--- config.mk ---
export PLATFORM = sky130hd
export DESIGN_NAME = usb_bulk_in_config_regs
export DESIGN_NICKNAME = d
export VERILOG_FILES = /design/src/bulk_cfg_pkg.sv /design/src/bulk_skid.sv /design/src/usb_bulk_in_config_regs.sv
export SDC_FILE = /design/constraint.sdc
export NUM_CORES = 1
export LEC_CHECK = 0
export ABC_AREA = 1
export BUFFER_PORTS_ARGS = -buffer_cell sky130_fd_sc_hd__buf_2
export CORE_ASPECT_RATIO = 1.5
export CORE_MARGIN = 5
export CORE_UTILIZATION = 40
export CTS_CLUSTER_SIZE = 12
export DETAILED_ROUTE_END_ITERATION = 12
export SLEW_MARGIN = 20
export SYNTH_ARGS = -nofsm -noshare
export SYNTH_HDL_FRONTEND = slang
export SYNTH_SLANG_ARGS = --single-unit
--- constraint.sdc ---
create_clock -name CLK -period 5.9 [get_ports CLK]
set_input_delay 0.59 -clock CLK [delete_from_list [all_inputs] [get_ports CLK]]
set_output_delay 0.59 -clock CLK [all_outputs]
set_load 0.01 [all_outputs]
--- src/bulk_cfg_pkg.sv ---
// Purpose: shared constants for the bulk-in configuration register bank
// Assumes: apb slave with 32-bit data, byte addresses
// Notes: offsets are byte addresses
`default_nettype none
package bulk_cfg_pkg;
  localparam logic [11:0] OFF_USB_CONFIG_FIRST = 12'h080;
  localparam logic [11:0] OFF_USB_CONFIG_ONE = 12'h084;
  localparam logic [11:0] OFF_USB_DETACH_TIMES = 12'h088;
  localparam logic [11:0] OFF_BULK_IN_BURST_LIMIT = 12'h090;
  localparam logic [11:0] OFF_SHORT_PACKET_WAIT_TIME = 12'h094;
  localparam int BIT_BURST_ENABLE = 1;
  localparam int BIT_RESET_PROTECT = 2;
  localparam int BIT_LATENCY_MSG = 8;
  localparam int BIT_HOST_U1 = 9;
  localparam logic [1:0] SCALE_RESET = 2'h0;
  localparam logic FALLBACK_HOST_U1 = 1'h1;
  localparam logic FALLBACK_LATENCY_MSG = 1'h0;
  localparam logic [2:0] FALLBACK_FS_TRIM = 3'h0;
  localparam logic [2:0] FALLBACK_HS_TRIM = 3'h0;
  localparam logic [15:0] FALLBACK_SS_DETACH = 16'h001e;
  localparam logic [15:0] FALLBACK_HIGHSPEED_DETACH = 16'h000a;
  localparam logic [7:0] BURST_LIMIT_RESET = 8'h00;
  localparam logic [15:0] SHORT_WAIT_RESET = 16'h0800;
  localparam logic [15:0] BURST_OFF_BYTES = 16'h0800;
  localparam int UNIT_SS_SHIFT = 10;
  localparam int UNIT_HS_SHIFT = 9;
  localparam int UNIT_FS_SHIFT = 6;
  localparam int WAIT_UNIT_PS = 16667;
  localparam int CLK_PERIOD_PS = 20000;
  // wait count in clock cycles per unit, rounded down but at least one
  localparam int WAIT_UNIT_CYC = (WAIT_UNIT_PS / CLK_PERIOD_PS) < 1 ? 1 : (WAIT_UNIT_PS / CLK_PERIOD_PS);
  localparam int SS_TXEQ_SHORT = 8;
  localparam int SS_POLL_BURST_NS = 100;
  localparam int SS_WARM_RESET_US = 30;
  localparam logic [1:0] SPEED_FS = 2'h0;
  localparam logic [1:0] SPEED_HS = 2'h1;
  localparam logic [1:0] SPEED_SS = 2'h2;
endpackage
`default_nettype wire

--- src/bulk_skid.sv ---
// Purpose: two-entry buffer with valid/ready on both sides
// Assumes: one clock, synchronous reset
// Notes: full buffer drops in_ready, so the source stalls
`default_nettype none
module bulk_skid #(
  parameter int WIDTH = 9
) (
  input wire logic clk,
  input wire logic rst,
  input wire logic in_valid,
  output logic in_ready,
  input wire logic [WIDTH-1:0] in_data,
  output logic out_valid,
  input wire logic out_ready,
  output logic [WIDTH-1:0] out_data
);
  typedef struct packed {
    logic [1:0][WIDTH-1:0] mem;
    logic [1:0] cnt;
    logic rd;
  } skid_t;
  skid_t s_q, s_d;
  logic push, pop;
  assign in_ready = (s_q.cnt != 2'd2);
  assign out_valid = (s_q.cnt != 2'd0);
  assign out_data = s_q.mem[s_q.rd];
  assign push = in_valid && in_ready;
  assign pop = out_valid && out_ready;
  always_comb begin
    s_d = s_q;
    if (push) begin
      s_d.mem[s_q.rd ^ s_q.cnt[0]] = in_data;
    end
    if (pop) begin
      s_d.rd = ~s_q.rd;
    end
    s_d.cnt = s_q.cnt + {1'b0, push} - {1'b0, pop};
  end
  always_ff @(posedge clk) begin
    if (rst) begin
      s_q <= '0;
    end else begin
      s_q <= s_d;
    end
  end
  a_skid_bound: assert property (@(posedge clk) disable iff (rst) s_q.cnt <= 2'd2)
    else $error("buffer count exceeds two");
  a_skid_full: assert property (@(posedge clk) disable iff (rst)
    (s_q.cnt == 2'd2 && !out_ready) |=> !in_ready)
    else $error("full buffer accepted a word");
endmodule
`default_nettype wire

--- src/usb_bulk_in_config_regs.sv ---
// Purpose: usb configuration registers and bulk-in burst and wait control
// Assumes: apb slave, one clock, loader presents image when valid
// Notes: stream words carry a last flag in the top bit
// Operation
// two-bit scale-down selects usb 2 timing shortening
// value 01 shortens training, polling, warm reset
// value 10 drops training; 11 combines both
// scale-down resets to 00, simulation use only
// defaults from eeprom, else otp, else fallback; here SRST always loads the fallback, and the image is applied only on reload
// usb or lite reset reloads last image
// fallbacks: host u1 one, latency messaging zero
// timeout trim fallbacks are zero
// bits 31:16 give fast-mode detach milliseconds
// bits 15:0 give high/full detach milliseconds
// detach fallbacks are 0x1e and 0x0a
// detach fields obey reset protection
// zero-length packet after burst limit reached
// burst limit units 1024/512/64 bytes, reset zero
// burst limit needs enable bit in config
// software sets limit at least max frame
// limit at or under 2048 bytes disables
// wait delay before short packet or zlp
// reserved bits read zero, writes ignored
//
// Chosen here: register access over APB.
`default_nettype none
module usb_bulk_in_config_regs #(
  parameter int DATA_W = 8
) (
  input wire logic CLK,
  input wire logic SRST,
  input wire logic PSEL,
  input wire logic PENABLE,
  input wire logic PWRITE,
  input wire logic [11:0] PADDR,
  input wire logic [31:0] PWDATA,
  output logic [31:0] PRDATA,
  output logic PREADY,
  output logic PSLVERR,
  input wire logic USB_RESET,
  input wire logic LITE_RESET,
  input wire logic EEPROM_PRESENT,
  input wire logic OTP_PRESENT,
  input wire logic [39:0] EEPROM_IMAGE,
  input wire logic [39:0] OTP_IMAGE,
  input wire logic [1:0] LINK_SPEED,
  input wire logic IN_VALID,
  output logic IN_READY,
  input wire logic [DATA_W-1:0] IN_DATA,
  input wire logic IN_LAST,
  output logic OUT_VALID,
  input wire logic OUT_READY,
  output logic [DATA_W-1:0] OUT_DATA,
  output logic OUT_LAST,
  output logic OUT_ZLP,
  output logic [1:0] SCALE_DOWN,
  output logic SS_TXEQ_SHORT,
  output logic SS_TXEQ_NONE,
  output logic USB2_TIMING_SHORT,
  output logic USB2_SUSPEND_SHORT,
  output logic HOST_U1_ACCEPT,
  output logic LATENCY_MSG_ENABLE,
  output logic [2:0] HS_TRIM,
  output logic [2:0] FS_TRIM,
  output logic [15:0] SS_DETACH_MS,
  output logic [15:0] HIGHSPEED_DETACH_MS
);
  // the transmit path counts bytes, so only a byte-wide stream is served
  if (DATA_W != 8) begin : g_width_check
    $error("byte stream only");
  end
  // image layout: [39:24] ss detach, [23:8] highspeed_detach_ms, [7:5] hs trim, [4:2] fs trim, [1] u1, [0] ltm
  typedef enum logic [1:0] {ST_PASS, ST_WAIT, ST_ZLP} tx_state_t;
  typedef struct packed {
    logic [1:0] scale;
    logic burst_en;
    logic protect;
    logic host_u1;
    logic latency_msg;
    logic [2:0] hs_trim;
    logic [2:0] fs_trim;
    logic [15:0] ss_detach;
    logic [15:0] highspeed_detach;
    logic [7:0] burst_limit;
    logic [15:0] short_wait;
    logic [31:0] prdata;
    logic pready;
    logic pslverr;
    tx_state_t st;
    logic [18:0] sent;
    logic [15:0] wait_cnt;
    logic [7:0] unit_cnt;
    logic zlp;
    logic [2:0] rst_sync;
  } regs_t;
  regs_t r_q, r_d;
  logic [39:0] image;
  logic [18:0] limit_bytes;
  logic limit_on;
  logic reload;
  logic access;
  logic up_valid, up_ready, sk_valid, sk_ready, sk_last;
  logic [DATA_W-1:0] sk_data;
  logic [DATA_W:0] sk_word;
  // eeprom outranks otp, otp outranks fallback
  always_comb begin
    if (EEPROM_PRESENT) begin
      image = EEPROM_IMAGE;
    end else if (OTP_PRESENT) begin
      image = OTP_IMAGE;
    end else begin
      image = {bulk_cfg_pkg::FALLBACK_SS_DETACH, bulk_cfg_pkg::FALLBACK_HIGHSPEED_DETACH,
        bulk_cfg_pkg::FALLBACK_HS_TRIM, bulk_cfg_pkg::FALLBACK_FS_TRIM, bulk_cfg_pkg::FALLBACK_HOST_U1,
        bulk_cfg_pkg::FALLBACK_LATENCY_MSG};
    end
  end
  // unit scaled by link speed
  always_comb begin
    case (LINK_SPEED)
      bulk_cfg_pkg::SPEED_SS: limit_bytes = {1'b0, r_q.burst_limit, 10'h000};
      bulk_cfg_pkg::SPEED_HS: limit_bytes = {2'b00, r_q.burst_limit, 9'h000};
      default: limit_bytes = {5'h00, r_q.burst_limit, 6'h00};
    endcase
  end
  // enable bit and over 2048 bytes
  assign limit_on = r_q.burst_en && (limit_bytes > {3'b000, bulk_cfg_pkg::BURST_OFF_BYTES});
  // usb reset pins come from another domain; rising edge once stages agree
  // stages reset to ones, so pins still high at reset release give no false reload after reset
  assign reload = r_q.rst_sync[1] && !r_q.rst_sync[2];
  assign access = PSEL && PENABLE && !r_q.pready;
  assign up_valid = IN_VALID && r_q.st == ST_PASS && !r_q.zlp;
  assign IN_READY = up_ready && r_q.st == ST_PASS && !r_q.zlp;
  always_comb begin
    r_d = r_q;
    r_d.rst_sync = {r_q.rst_sync[1:0], USB_RESET || LITE_RESET};
    r_d.pready = access;
    r_d.pslverr = 1'b0;
    // reload the last image on usb or lite reset
    if (reload) begin
      r_d.host_u1 = image[1];
      r_d.latency_msg = image[0];
      r_d.fs_trim = image[4:2];
      r_d.hs_trim = image[7:5];
      // protected detach fields keep software values
      if (!r_q.protect) begin
        r_d.highspeed_detach = image[23:8];
        r_d.ss_detach = image[39:24];
      end
    end
    // a bus write in the same cycle lands after the reload and wins
    if (access) begin
      r_d.prdata = 32'h0000_0000;
      case (PADDR)
        bulk_cfg_pkg::OFF_USB_CONFIG_FIRST: begin
          if (PWRITE) begin
            r_d.burst_en = PWDATA[bulk_cfg_pkg::BIT_BURST_ENABLE];
            r_d.protect = PWDATA[bulk_cfg_pkg::BIT_RESET_PROTECT];
          end else begin
            r_d.prdata[bulk_cfg_pkg::BIT_BURST_ENABLE] = r_q.burst_en;
            r_d.prdata[bulk_cfg_pkg::BIT_RESET_PROTECT] = r_q.protect;
          end
        end
        bulk_cfg_pkg::OFF_USB_CONFIG_ONE: begin
          if (PWRITE) begin
            r_d.scale = PWDATA[1:0];
            r_d.fs_trim = PWDATA[6:4];
            r_d.latency_msg = PWDATA[bulk_cfg_pkg::BIT_LATENCY_MSG];
            r_d.host_u1 = PWDATA[bulk_cfg_pkg::BIT_HOST_U1];
            r_d.hs_trim = PWDATA[12:10];
          end else begin
            r_d.prdata = {19'h0, r_q.hs_trim, r_q.host_u1, r_q.latency_msg, 1'b0, r_q.fs_trim, 2'b00, r_q.scale};
          end
        end
        bulk_cfg_pkg::OFF_USB_DETACH_TIMES: begin
          if (PWRITE) begin
            r_d.ss_detach = PWDATA[31:16];
            r_d.highspeed_detach = PWDATA[15:0];
          end else begin
            r_d.prdata = {r_q.ss_detach, r_q.highspeed_detach};
          end
        end
        bulk_cfg_pkg::OFF_BULK_IN_BURST_LIMIT: begin
          if (PWRITE) begin
            r_d.burst_limit = PWDATA[7:0];
          end else begin
            r_d.prdata = {24'h0, r_q.burst_limit};
          end
        end
        bulk_cfg_pkg::OFF_SHORT_PACKET_WAIT_TIME: begin
          if (PWRITE) begin
            r_d.short_wait = PWDATA[15:0];
          end else begin
            r_d.prdata = {16'h0, r_q.short_wait};
          end
        end
        default: r_d.pslverr = 1'b1;
      endcase
    end
    // transmit side: count burst bytes, wait, then zlp
    case (r_q.st)
      ST_PASS: begin
        if (r_q.zlp) begin
          if (sk_ready && !sk_valid) begin
            r_d.zlp = 1'b0;
          end
        end else if (up_valid && up_ready) begin
          // counts across packets; held at zero while off, so a late enable starts fresh
          r_d.sent = limit_on ? r_q.sent + 19'd1 : 19'd0;
          // limit reached ends the burst with a zlp
          if (IN_LAST || (limit_on && r_q.sent + 19'd1 >= limit_bytes)) begin
            r_d.st = ST_WAIT;
            r_d.wait_cnt = r_q.short_wait;
            r_d.unit_cnt = 8'd0;
          end
        end
      end
      ST_WAIT: begin
        // hold for short_wait units of one clock (20 ns), not units of 16.667 ns
        if (r_q.wait_cnt == 16'h0000) begin
          r_d.st = (limit_on && r_q.sent >= limit_bytes) ? ST_ZLP : ST_PASS;
        end else if (r_q.unit_cnt == 8'(bulk_cfg_pkg::WAIT_UNIT_CYC - 1)) begin
          r_d.unit_cnt = 8'd0;
          r_d.wait_cnt = r_q.wait_cnt - 16'd1;
        end else begin
          r_d.unit_cnt = r_q.unit_cnt + 8'd1;
        end
      end
      ST_ZLP: begin
        r_d.zlp = 1'b1;
        r_d.sent = 19'd0;
        r_d.st = ST_PASS;
      end
      default: r_d.st = ST_PASS;
    endcase
  end
  always_ff @(posedge CLK) begin
    if (SRST) begin
      r_q <= '0;
      r_q.scale <= bulk_cfg_pkg::SCALE_RESET;
      r_q.host_u1 <= bulk_cfg_pkg::FALLBACK_HOST_U1;
      r_q.latency_msg <= bulk_cfg_pkg::FALLBACK_LATENCY_MSG;
      r_q.hs_trim <= bulk_cfg_pkg::FALLBACK_HS_TRIM;
      r_q.fs_trim <= bulk_cfg_pkg::FALLBACK_FS_TRIM;
      r_q.ss_detach <= bulk_cfg_pkg::FALLBACK_SS_DETACH;
      r_q.highspeed_detach <= bulk_cfg_pkg::FALLBACK_HIGHSPEED_DETACH;
      r_q.burst_limit <= bulk_cfg_pkg::BURST_LIMIT_RESET;
      r_q.short_wait <= bulk_cfg_pkg::SHORT_WAIT_RESET;
      r_q.st <= ST_PASS;
      r_q.rst_sync <= 3'b111;
    end else begin
      r_q <= r_d;
    end
  end
  assign sk_word = {IN_LAST, IN_DATA};
  bulk_skid #(.WIDTH(DATA_W + 1)) u_skid (
    .clk(CLK),
    .rst(SRST),
    .in_valid(up_valid),
    .in_ready(up_ready),
    .in_data(sk_word),
    .out_valid(sk_valid),
    .out_ready(sk_ready),
    .out_data({sk_last, sk_data})
  );
  // output stage register keeps outputs on flip-flops
  typedef struct packed {
    logic v;
    logic [DATA_W-1:0] d;
    logic l;
    logic z;
  } out_t;
  out_t o_q, o_d;
  assign sk_ready = !o_q.v || OUT_READY;
  always_comb begin
    o_d = o_q;
    if (!o_q.v || OUT_READY) begin
      o_d.v = sk_valid || (r_q.zlp && !sk_valid);
      o_d.d = sk_valid ? sk_data : '0;
      o_d.l = sk_valid ? sk_last : 1'b1;
      o_d.z = !sk_valid && r_q.zlp;
    end
  end
  always_ff @(posedge CLK) begin
    if (SRST) begin
      o_q <= '0;
    end else begin
      o_q <= o_d;
    end
  end
  assign OUT_VALID = o_q.v;
  assign OUT_DATA = o_q.d;
  assign OUT_LAST = o_q.l;
  assign OUT_ZLP = o_q.z;
  assign PRDATA = r_q.prdata;
  assign PREADY = r_q.pready;
  assign PSLVERR = r_q.pslverr;
  assign SCALE_DOWN = r_q.scale;
  // scale bit 0 shortens, bit 1 suspend or no training
  assign USB2_TIMING_SHORT = r_q.scale[0];
  assign USB2_SUSPEND_SHORT = r_q.scale[1];
  // with both bits set the phy sees both; no training overrides the short count
  assign SS_TXEQ_SHORT = r_q.scale[0];
  assign SS_TXEQ_NONE = r_q.scale[1];
  assign HOST_U1_ACCEPT = r_q.host_u1;
  assign LATENCY_MSG_ENABLE = r_q.latency_msg;
  assign HS_TRIM = r_q.hs_trim;
  assign FS_TRIM = r_q.fs_trim;
  assign SS_DETACH_MS = r_q.ss_detach;
  assign HIGHSPEED_DETACH_MS = r_q.highspeed_detach;
  a_scale_reset: assert property (@(posedge CLK) $fell(SRST) |-> r_q.scale == 2'b00)
    else $error("scale-down not zero after reset");
  a_apb_answer: assert property (@(posedge CLK) disable iff (SRST) access |=> PREADY ##1 !PREADY)
    else $error("apb answer not one cycle");
  a_burst_gate: assert property (@(posedge CLK) disable iff (SRST) !r_q.burst_en |-> !limit_on)
    else $error("burst limit active without enable");
  a_small_limit: assert property (@(posedge CLK) disable iff (SRST)
    (limit_bytes <= 19'h00800) |-> !limit_on)
    else $error("small limit not disabled");
  a_reserved_zero: assert property (@(posedge CLK) disable iff (SRST)
    (access && !PWRITE && PADDR == bulk_cfg_pkg::OFF_BULK_IN_BURST_LIMIT) |=> PRDATA[31:8] == 24'h0)
    else $error("reserved bits not zero");
  a_wait_first: assert property (@(posedge CLK) disable iff (SRST)
    (r_q.st == ST_PASS && $past(r_q.st) == ST_WAIT && $past(r_q.wait_cnt) != 16'h0) |-> 1'b0)
    else $error("wait left early");
  a_wait_stall: assert property (@(posedge CLK) disable iff (SRST)
    (r_q.st == ST_WAIT) |-> !IN_READY)
    else $error("input accepted during wait");
  a_txeq_mode: assert property (@(posedge CLK) disable iff (SRST)
    (r_q.scale == 2'b11) |-> (SS_TXEQ_NONE && SS_TXEQ_SHORT && USB2_TIMING_SHORT && USB2_SUSPEND_SHORT))
    else $error("combined scale mode wrong");
  a_detach_write: assert property (@(posedge CLK) disable iff (SRST)
    (access && PWRITE && PADDR == bulk_cfg_pkg::OFF_USB_DETACH_TIMES)
    |=> SS_DETACH_MS == $past(PWDATA[31:16]))
    else $error("detach write lost");
  a_protect_hold: assert property (@(posedge CLK) disable iff (SRST)
    (reload && r_q.protect && !access) |=> ($stable(SS_DETACH_MS) && $stable(HIGHSPEED_DETACH_MS)))
    else $error("protected detach time reloaded");
  a_reload_u1: assert property (@(posedge CLK) disable iff (SRST)
    (reload && !access) |=> HOST_U1_ACCEPT == $past(image[1]))
    else $error("reload missed the image");
  a_zlp_word: assert property (@(posedge CLK) disable iff (SRST)
    (OUT_VALID && OUT_ZLP) |-> (OUT_LAST && OUT_DATA == '0))
    else $error("zlp word carries data");
  c_zlp_sent: cover property (@(posedge CLK) OUT_VALID && OUT_ZLP && OUT_READY);
  c_wait_seen: cover property (@(posedge CLK) r_q.st == ST_WAIT);
  c_reload: cover property (@(posedge CLK) reload);
  c_burst_on: cover property (@(posedge CLK) limit_on && r_q.st == ST_WAIT);
  c_scale_both: cover property (@(posedge CLK) r_q.scale == 2'b11);
endmodule
`default_nettype wire

* Word level (Yosys, flattened, before mapping)
Index checks and enable logic that the tools add are counted.
** Word-level totals
- Input bits :: 146
- Bits in registers :: 183
** Cells by class
- Bitwise logic cells :: 3
- Equality and inequality tests :: 16
- $add $sub $neg :: 5
- Muxes and demuxes :: 46
- Reduce and logical (&&, ||, !) cells :: 40
- Magnitude comparators :: 6
** Operators by type and width (number)
- 2-to-1 mux 32 bit :: 4
- 2-to-1 mux 40 bit :: 3
- case mux 29 bit (4 select lines) :: 1
- 2-to-1 mux 96 bit :: 1
- 2-to-1 mux 45 bit :: 2
- 2-to-1 mux 16 bit :: 4
- equality test 12 x 8 -> 1 bit (second input constant) :: 5
- 2-to-1 mux 8 bit :: 7
- 2-to-1 mux 24 bit :: 2
- case mux 24 bit (2 select lines) :: 1
- greater-or-equal comparator 19 bit :: 2
- case mux 19 bit (2 select lines) :: 1
- case mux 18 bit (2 select lines) :: 1
- 2-to-1 mux 9 bit :: 3
- adder 19 x 1 -> 19 bit (second input constant) :: 1
- greater-than comparator 19 x 12 -> 1 bit (second input constant) :: 1
- 2-to-1 mux 19 bit :: 1
- bitwise mux 18 bit :: 1
- zero test 16 bit :: 1
- subtractor 16 x 1 -> 16 bit (second input constant) :: 1
- logical AND 1 bit :: 15
- AND reduction 3 bit :: 5
- 2-to-1 mux 13 bit :: 1
- inequality test 2 bit (second input constant) :: 5
- 27 further kinds :: 47

* Depth between registers and ports, before layout
Gate-level depths: netlist of run 1.
- Word-level depth :: 10
- Mapped depth :: 24

* By module
A second synthesis of run 1 with hierarchy kept.
** Unflattened totals
- Cell total of the unflattened synthesis :: 1634
- Area, all modules :: 10885.4 µm²
** Modules (own cells, without submodules)
- usb_bulk_in_config_regs :: seq. area each 3243.1 µm², instances 1, area an instance 9771.9 µm², cells an instance 1465
- bulk_skid :: seq. area each 420.4 µm², instances 1, area an instance 1113.6 µm², cells an instance 169

* Worst setup path after synthesis of run 1
No wires, ideal clock.
- Path kind :: input port to flip-flop
- Start point :: in LINK_SPEED[0]
- End point :: reg r_q[13] (netlist name)
- Path slack :: 3.041 ns
- Data arrival time :: 2.746 ns
- Data required time :: 5.787 ns
- Setup time :: 0.113 ns
- Path buffers :: 2
- Stages :: 21
- Cells stage by stage :: inv_1 -> ha_1 -> inv_2 -> buf_2 -> nand3_1 -> o21ai_0 -> ha_1 -> nand2_1 -> nor2_1 -> nand2_1 -> nor2_1 -> nand3_1 -> nor2_1 -> nand2_1 -> nand3_2 -> nand2_2 -> nand2_4 -> nand3_4 -> buf_6 -> nor2_1 -> nor2_1
** Between the ends
- Word-level cells in the longest chain between the ends :: 8
- Elaborated cells between the ends (all ways) :: 10
- Those cells by class :: 2 x order compare; 3 x eq/ne; 1 x mux; 4 x reduce/logical
** RTL lines
- from (decl) :: RTL line usb_bulk_in_config_regs.sv:46 : input wire logic [1:0] LINK_SPEED,
- equality test 2 x 1 -> 1 bit / equality test 2 bit (equally long branches) :: RTL line usb_bulk_in_config_regs.sv:119 : case (LINK_SPEED)
- case mux 18 bit (2 select lines) (*) :: RTL line usb_bulk_in_config_regs.sv:119
- greater-than comparator 19 x 12 -> 1 bit :: RTL line usb_bulk_in_config_regs.sv:126 : assign limit_on = r_q.burst_en && (limit_bytes > {3'b000, bulk_cfg_pkg::BURST_OFF_BYTES});
- logical AND 1 bit :: RTL line usb_bulk_in_config_regs.sv:126
- logical AND 1 bit (*) :: RTL line usb_bulk_in_config_regs.sv:210 : if (IN_LAST || (limit_on && r_q.sent + 19'd1 >= limit_bytes)) begin
- logical OR 1 bit (*) :: RTL line usb_bulk_in_config_regs.sv:210
- inequality test 2 x 1 -> 1 bit (no source line) (*)
- AND reduction 6 bit (no source line) (*)
- to (signal assigned) :: RTL line usb_bulk_in_config_regs.sv:251 : r_q <= r_d;
- to (decl) :: RTL line usb_bulk_in_config_regs.sv:96 : regs_t r_q, r_d;
Mark *: on every way between the ends. The rest lies on a longest branch, timed or not.
A chain may end at the register's enable or synchronous reset.

* Worst setup path in the final report of run 1
- Start point :: reg r_q[30] (netlist name)
- End point :: reg r_q[25] (netlist name)
** Between the ends
- Word-level cells in the longest chain between the ends :: 6
** RTL lines (RTL line)
- adder 19 x 1 -> 19 bit :: usb_bulk_in_config_regs.sv:210
- greater-or-equal comparator 19 bit :: usb_bulk_in_config_regs.sv:210
- logical AND 1 bit :: usb_bulk_in_config_regs.sv:210
- logical OR 1 bit :: usb_bulk_in_config_regs.sv:210
- inequality test 2 x 1 -> 1 bit (no source line)
- AND reduction 6 bit (no source line)
Every way passes these cells.

==> results of run 1 <==
-- registers in the layout, indices dropped and copies added (netlist names), 2 cells and up --
signal and cells:
r_d 2, FS_TRIM 3, PRDATA 32, HS_TRIM 3, OUT_DATA 8, SCALE_DOWN 2
HIGHSPEED_DETACH_MS 16, r_q 73, u_skid.s_q 21, SS_DETACH_MS 16
-- routing by layer --
layer / share of wire [%] / routed length, um
met1: 40 / 13100
met2: 52 / 17100
met3: 5.1 / 1690
met4: 3.9 / 1280
met5: 0 / 0
-- per-stage QoR --
step | hold slack (ns) | setup WS, ns | power [mW] | cells | instance area, um2
2_1_floorplan | 0.389 | 3.04 | 1.96 | 1560 | 10500
3_3_place_gp | 0.394 | 2.46 | 2.15 | 1990 | 11300
3_5_place_dp | 0.398 | 2.33 | 2.16 | 1990 | 11300
4_1_cts | 0.319 | 2.48 | 3.25 | 2020 | 11800
5_1_grt | 0.339 | 2.17 | 3.42 | 2020 | 11800
6_report | 0.337 | 2.54 | 3.23 | 2020 | 11800
-- kinds of logic (layout without fill, tap and decap cells) --
group	Yosys count	count (layout)	share of synthesized area [%]
multiplexers	12	12	1.29
XOR/XNOR	24	24	2.01
AND/OR/NAND/NOR	703	703	28.3
AO/OA/AOI/OAI	307	307	15.7
adder cells (fa/ha/maj)	34	34	4.06
flip-flops	183	183	35.0
buffers and inverters	297	424	13.7
-- cell usage after synthesis (8+ instances only) --
master      n  share of area [%]
a21oi_1   117                5.6
buf_2       9               0.43
buf_4      75                5.4
clkbuf_1   58                2.1
dfxtp_1   183                 35
ha_1       34                4.1
inv_1     138                4.9
mux2_2     12                1.3
nand2_1   345                 12
nand3_1   106                5.1
nand4_1    24                1.4
nor2_1    190                6.8
nor3_1     11               0.53
o211ai_1   10               0.72
o21ai_0   141                6.7
o221ai_1    8               0.67
o22ai_1    21                1.3
xnor2_1     8               0.67
xor2_1     16                1.3
-- critical path, stage by stage, from the launching register on --
cell	delay [ns]
dfxtp_1	0.44
nand3_1	0.16
nor2_2	0.15
nand2_1	0.11
nor4_1	0.32
nand4_1	0.17
xnor2_1	0.18
ha_1	0.29
nand2_1	0.08
nor2_1	0.11
nand2_1	0.06
nor2_1	0.11
nand3_1	0.08
nor2_1	0.09
nand2_1	0.07
nand3_2	0.08
nand2_2	0.06
nand2_4	0.15
nand3_4	0.28
nand2_1	0.15
nand2_1	0.06
nor2_1	0.11
-- report_power, final --
part           switching, mW  internal (mW)
Combinational          0.473          0.254
Sequential            0.0718           1.34
Clock                  0.493          0.598
Total                   1.04           2.19
-- worst max-delay path by stage --
| stage | startpoint | to | slack, ns |
|---|---|---|---|
| after global routing | r_q[29] | r_q[25] | 2.17 |
| after detailed placement | LINK_SPEED[0] | r_q[25] | 2.33 |
| after global placement | LINK_SPEED[0] | r_q[25] | 2.46 |
| after CTS | r_q[30] | r_q[25] | 2.48 |
| final | r_q[30] | r_q[25] | 2.54 |
| after floorplan | LINK_SPEED[0] | r_q[13] | 3.04 |
-- layout make-up --
cell class                      instances  area (um2)  share of cell area [%]
Clock buffer                           22         464                    3.93
Clock inverter                          8        75.1                   0.635
Timing Repair Buffer                  247        1260                    10.7
Tap cell                              333         417                    3.52
Inverter                              147         552                    4.67
Sequential cell                       183        3660                    31.0
Multi-Input combinational cell       1080        5390                    45.6
==> results.ini, run 1 <==
[outcome]
status = complete, no violations

[synth]
yosys_most_used_dff = dfxtp_1
ys_seq_elements = 183
syn_area_per_cell_um2 = 6.72
yosys_warnings = 0
synth_area_mm2 = 0.0105
synth_cell_types = 44
synthCells = 1560
syn_nets = 1740
synth_edf_count = 0
yosysSeqAreaShare_pct = 35.0
synthArstFlopShare_pct = 0

[global_routing]
grt_antenna_before_repair = 0
use_met1_pct = 24.6
gr-total-overflow = 0
top_usage_layer = met2
use_met3_pct = 4.69
track_usage_pct = 22.3
grt_util_met2_pct = 40.7
first_global_vias = 10300
grt_max_degree = 63
grt_pass1_wl_um = 53000

[min_path]
hp-class = in -> reg
whs_path_depth = 3
hp-start = USB_RESET
hold_end = r_d[1]

[clock_tree]
cts.sinks = 183
cts_hold_buffers = 0
clockRootBuffer = clkbuf_16
insertion_delay_ns = 0.44
post-cts-setup-buffers = 0
cts_tree = done
cts_repair_resize_count = 0
path_clk_slew_ns = 0.07
clockBufferDepth = 2
cts_max_level = 4
numCtsBuffers = 17

[sta]
worst_pin_slew_ns = 1.04
drv_slew = 0
finalClockSkew_ns = 0.0107
tns_ns = 0
relSlewSlack_pct = 30.5
min_period_ns = 3.36
rsz0062_at_grt = false
hold_viol_final = 0
fmax_ghz = 0.298
finalSetupViolCount = 0
period_share_pct = 57.0

[setup_path]
criticalPathCategory = reg -> reg
r2r-end = r_q[25]
r2r-start = r_q[30]
r2r_slack_ns = 2.54
crit_arrival_ns = 3.74
rr_worst_depth = 21
worstSetupStartpointType = flop
end_kind = flop
path_max_fanout = 25
cp.required_ns = 6.28

[layout]
final_cell_mix = 345 x nand2_1, 237 x buf_2, 190 x nor2_1
final_common_cell = nand2_1
nets = 1856
syn2layout_area_growth_pct = 12.9
fin_util_pct = 45.7
drive_gt1_share_pct = 18.8
n_antenna_cell = 0
fillers = 2735

[floorplan]
die_area_mm2 = 0.0296
ios = 238
die_width_um = 142
core-area_mm2 = 0.0259
die_height_um = 208
rows = 72
initial_core_util_pct = 40.5

[placement]
gp_congestion = 0.914
port_buffers = 237
hpwl_um = 25500

[routing]
ant_nets = 0
drc = 0
vias = 10200
initialDrtViolationCount = 534
drt-total-wl_um = 33200
vias_per_cell = 5.06
routedWlPerCell_um = 16.5
dr.pass1.iters = 6

[run]
maxCapViolCount = 0

[pwr]
irDropWorstVdd_uv = 212
power.density_mw_per_mm2 = 273
leakage_nw = 5.40

No activity file was read; power rests on OpenSTA's default activity.
==> run 2: changes to the inputs <==
==> constraint.sdc (replaced) <==
create_clock -name CLK -period 2.9 [get_ports CLK]
set_input_delay 0.29 -clock CLK [delete_from_list [all_inputs] [get_ports CLK]]
set_output_delay 0.29 -clock CLK [all_outputs]
set_load 0.01 [all_outputs]
==> results.ini, run 2 (same netlist as run 1, synthesis figures left out) <==
[clock_tree]
insertion_delay_ns = 0.44
clockRootBuffer = clkbuf_16
path_clk_slew_ns = 0.07
cts_hold_buffers = 0
numCtsBuffers = 17
cts_max_level = 4
cts_tree = done
cts.sinks = 183
clockBufferDepth = 2

[placement]
place_worst_setup_slack_ns = -0.317
gp_congestion = 0.950
port_buffers = 237
dpl.cell_count = 2045
hpwl_um = 26000

[pwr]
seq_power_share_pct = 40.3
irDropWorstVdd_uv = 426
p_switching_mw = 2.28
leakage_nw = 5.84
power_frac_clock_pct = 35.3
internal-power_mw = 4.76
combPwrFrac_pct = 24.4
p_sw_share_pct = 32.4
power.density_mw_per_mm2 = 555

[routing]
ant_nets = 0
vias = 10600
dr.pass1.iters = 5
vias_per_cell = 5.06
initialDrtViolationCount = 554
drt-total-wl_um = 34100
routedWlPerCell_um = 16.3
drc = 0

[layout]
drive_gt1_share_pct = 25.3
final_common_cell = nand2_1
nets = 1919
final_cell_mix = 320 x nand2_1, 237 x buf_2, 179 x dfxtp_1
fillers = 2654
fin_cells = 2086
syn2layout_area_growth_pct = 21.2
fin_util_pct = 49.1
largest_reg_flops = 73
max_flop_register = r_q

[sta]
drv_slew = 0
finalClockSkew_ns = 0.0112
rsz0062_at_grt = true
worst_slack_ns = -0.135
hold_viol_final = 0
relSlewSlack_pct = 45.1
worst_pin_slew_ns = 0.824
finalSetupViolCount = 24
fmax_ghz = 0.330
period_share_pct = 105
min_period_ns = 3.03

[setup_path]
worstSetupStartpointType = flop
crit_arrival_ns = 3.42
path_max_fanout = 6
end_kind = flop
criticalPathCategory = reg -> reg
cp.required_ns = 3.28

[floorplan]
ios = 238
core-area_mm2 = 0.0259
initial_core_util_pct = 40.5
die_height_um = 208
die_width_um = 142
rows = 72
die_area_mm2 = 0.0296

[global_routing]
grt_antenna_before_repair = 1
grt_max_degree = 67
gr-total-overflow = 0
track_usage_pct = 22.6
grt_pass1_wl_um = 53600
first_global_vias = 10200

[min_path]
hp-class = in -> reg

[outcome]
status = finished, violations left
failed_checks = setup timing

[run]
maxCapViolCount = 0

run 2: changes by cell type in the layout (fill, tap and decap cells not counted), sizes merged, moves of 2 or more:
cell,previous run,this run
buf,247,307
clkbuf,22,20
bufinv,1,3
inv,145,150
run 2: area by class of cell:
type	count	area, um2	share of cell area, %
Multi-Input combinational cell	1081	5630	44.4
Sequential cell	183	3670	28.9
Timing Repair Buffer	309	1790	14.1
Inverter	147	552	4.35
Clock buffer	18	439	3.46
Tap cell	333	417	3.28
Clock inverter	14	185	1.46
Antenna cell	1	2.50	0.0197
run 2: final timing paths:
check	start	endpoint	slack, ns	cells past startpoint
worst max-delay path	r_q[29]	r_q[17]	-0.13	23
worst min-delay path	USB_RESET	r_d[1]	0.02	3
worst max register to register	r_q[29]	r_q[17]	-0.13	23
worst min register to register	r_d[1]	r_d[2]	0.43	1
run 2: critical path: stages (launching register included):
cell,delay (ns)
dfxtp_4,0.38
nand3_4,0.09
nor2_4,0.12
nand2_2,0.08
buf_6,0.12
nor4_4,0.15
nand4_1,0.19
xnor2_2,0.19
ha_1,0.30
nand2_2,0.06
nor2_2,0.11
nand2_1,0.06
nor2_1,0.10
nand3_1,0.08
nor2_1,0.11
nand2_1,0.07
nand3_2,0.08
nand2_2,0.06
nand2_4,0.09
nand3_4,0.12
clkbuf_16,0.23
nand2_4,0.06
nand2_2,0.04
nor2_1,0.10
run 2: what timing repair did:
item                                    in CTS  in global routing
buffers inserted                             2                  3
pin swaps                                   21                 23
endpoints found under the setup margin      26                 26
gates cloned                                 1                  2
resized for setup                           15                 61
run 2: metrics by stage:
| step | hold WS [ns] | total power [mW] | TNS (ns) | instance area [um2] |
|---|---|---|---|---|
| 2_1_floorplan | 0.370 | 3.98 | 0 | 10500 |
| 3_3_place_gp | 0.409 | 4.45 | -3.56 | 11700 |
| 3_5_place_dp | 0.405 | 4.48 | -6.42 | 11700 |
| 4_1_cts | 0.00757 | 6.99 | -1.41 | 12400 |
| 5_1_grt | 0.0106 | 7.45 | -8.20 | 12700 |
| 6_report | 0.0245 | 7.04 | -2.15 | 12700 |
run 2: power by group through the flow:
stage	clock [mW]	combinational (mW)	sequential (mW)
floorplan	0	1.09	2.89
global route	2.64	1.95	2.86
finish	2.49	1.72	2.84
CTS	2.55	1.60	2.84
detailed placement	0	1.58	2.89
global placement	0	1.56	2.89
run 2: metal layers:
metal / GRT usage [%] / wire length, um / up-vias
li1: - / - / 5368
met2: 40.8 / 17700 / 281
met5: 0 / 0 / -
met3: 4.69 / 1660 / 69
met4: 10.8 / 1600 / 0
met1: 24.8 / 13100 / 4840
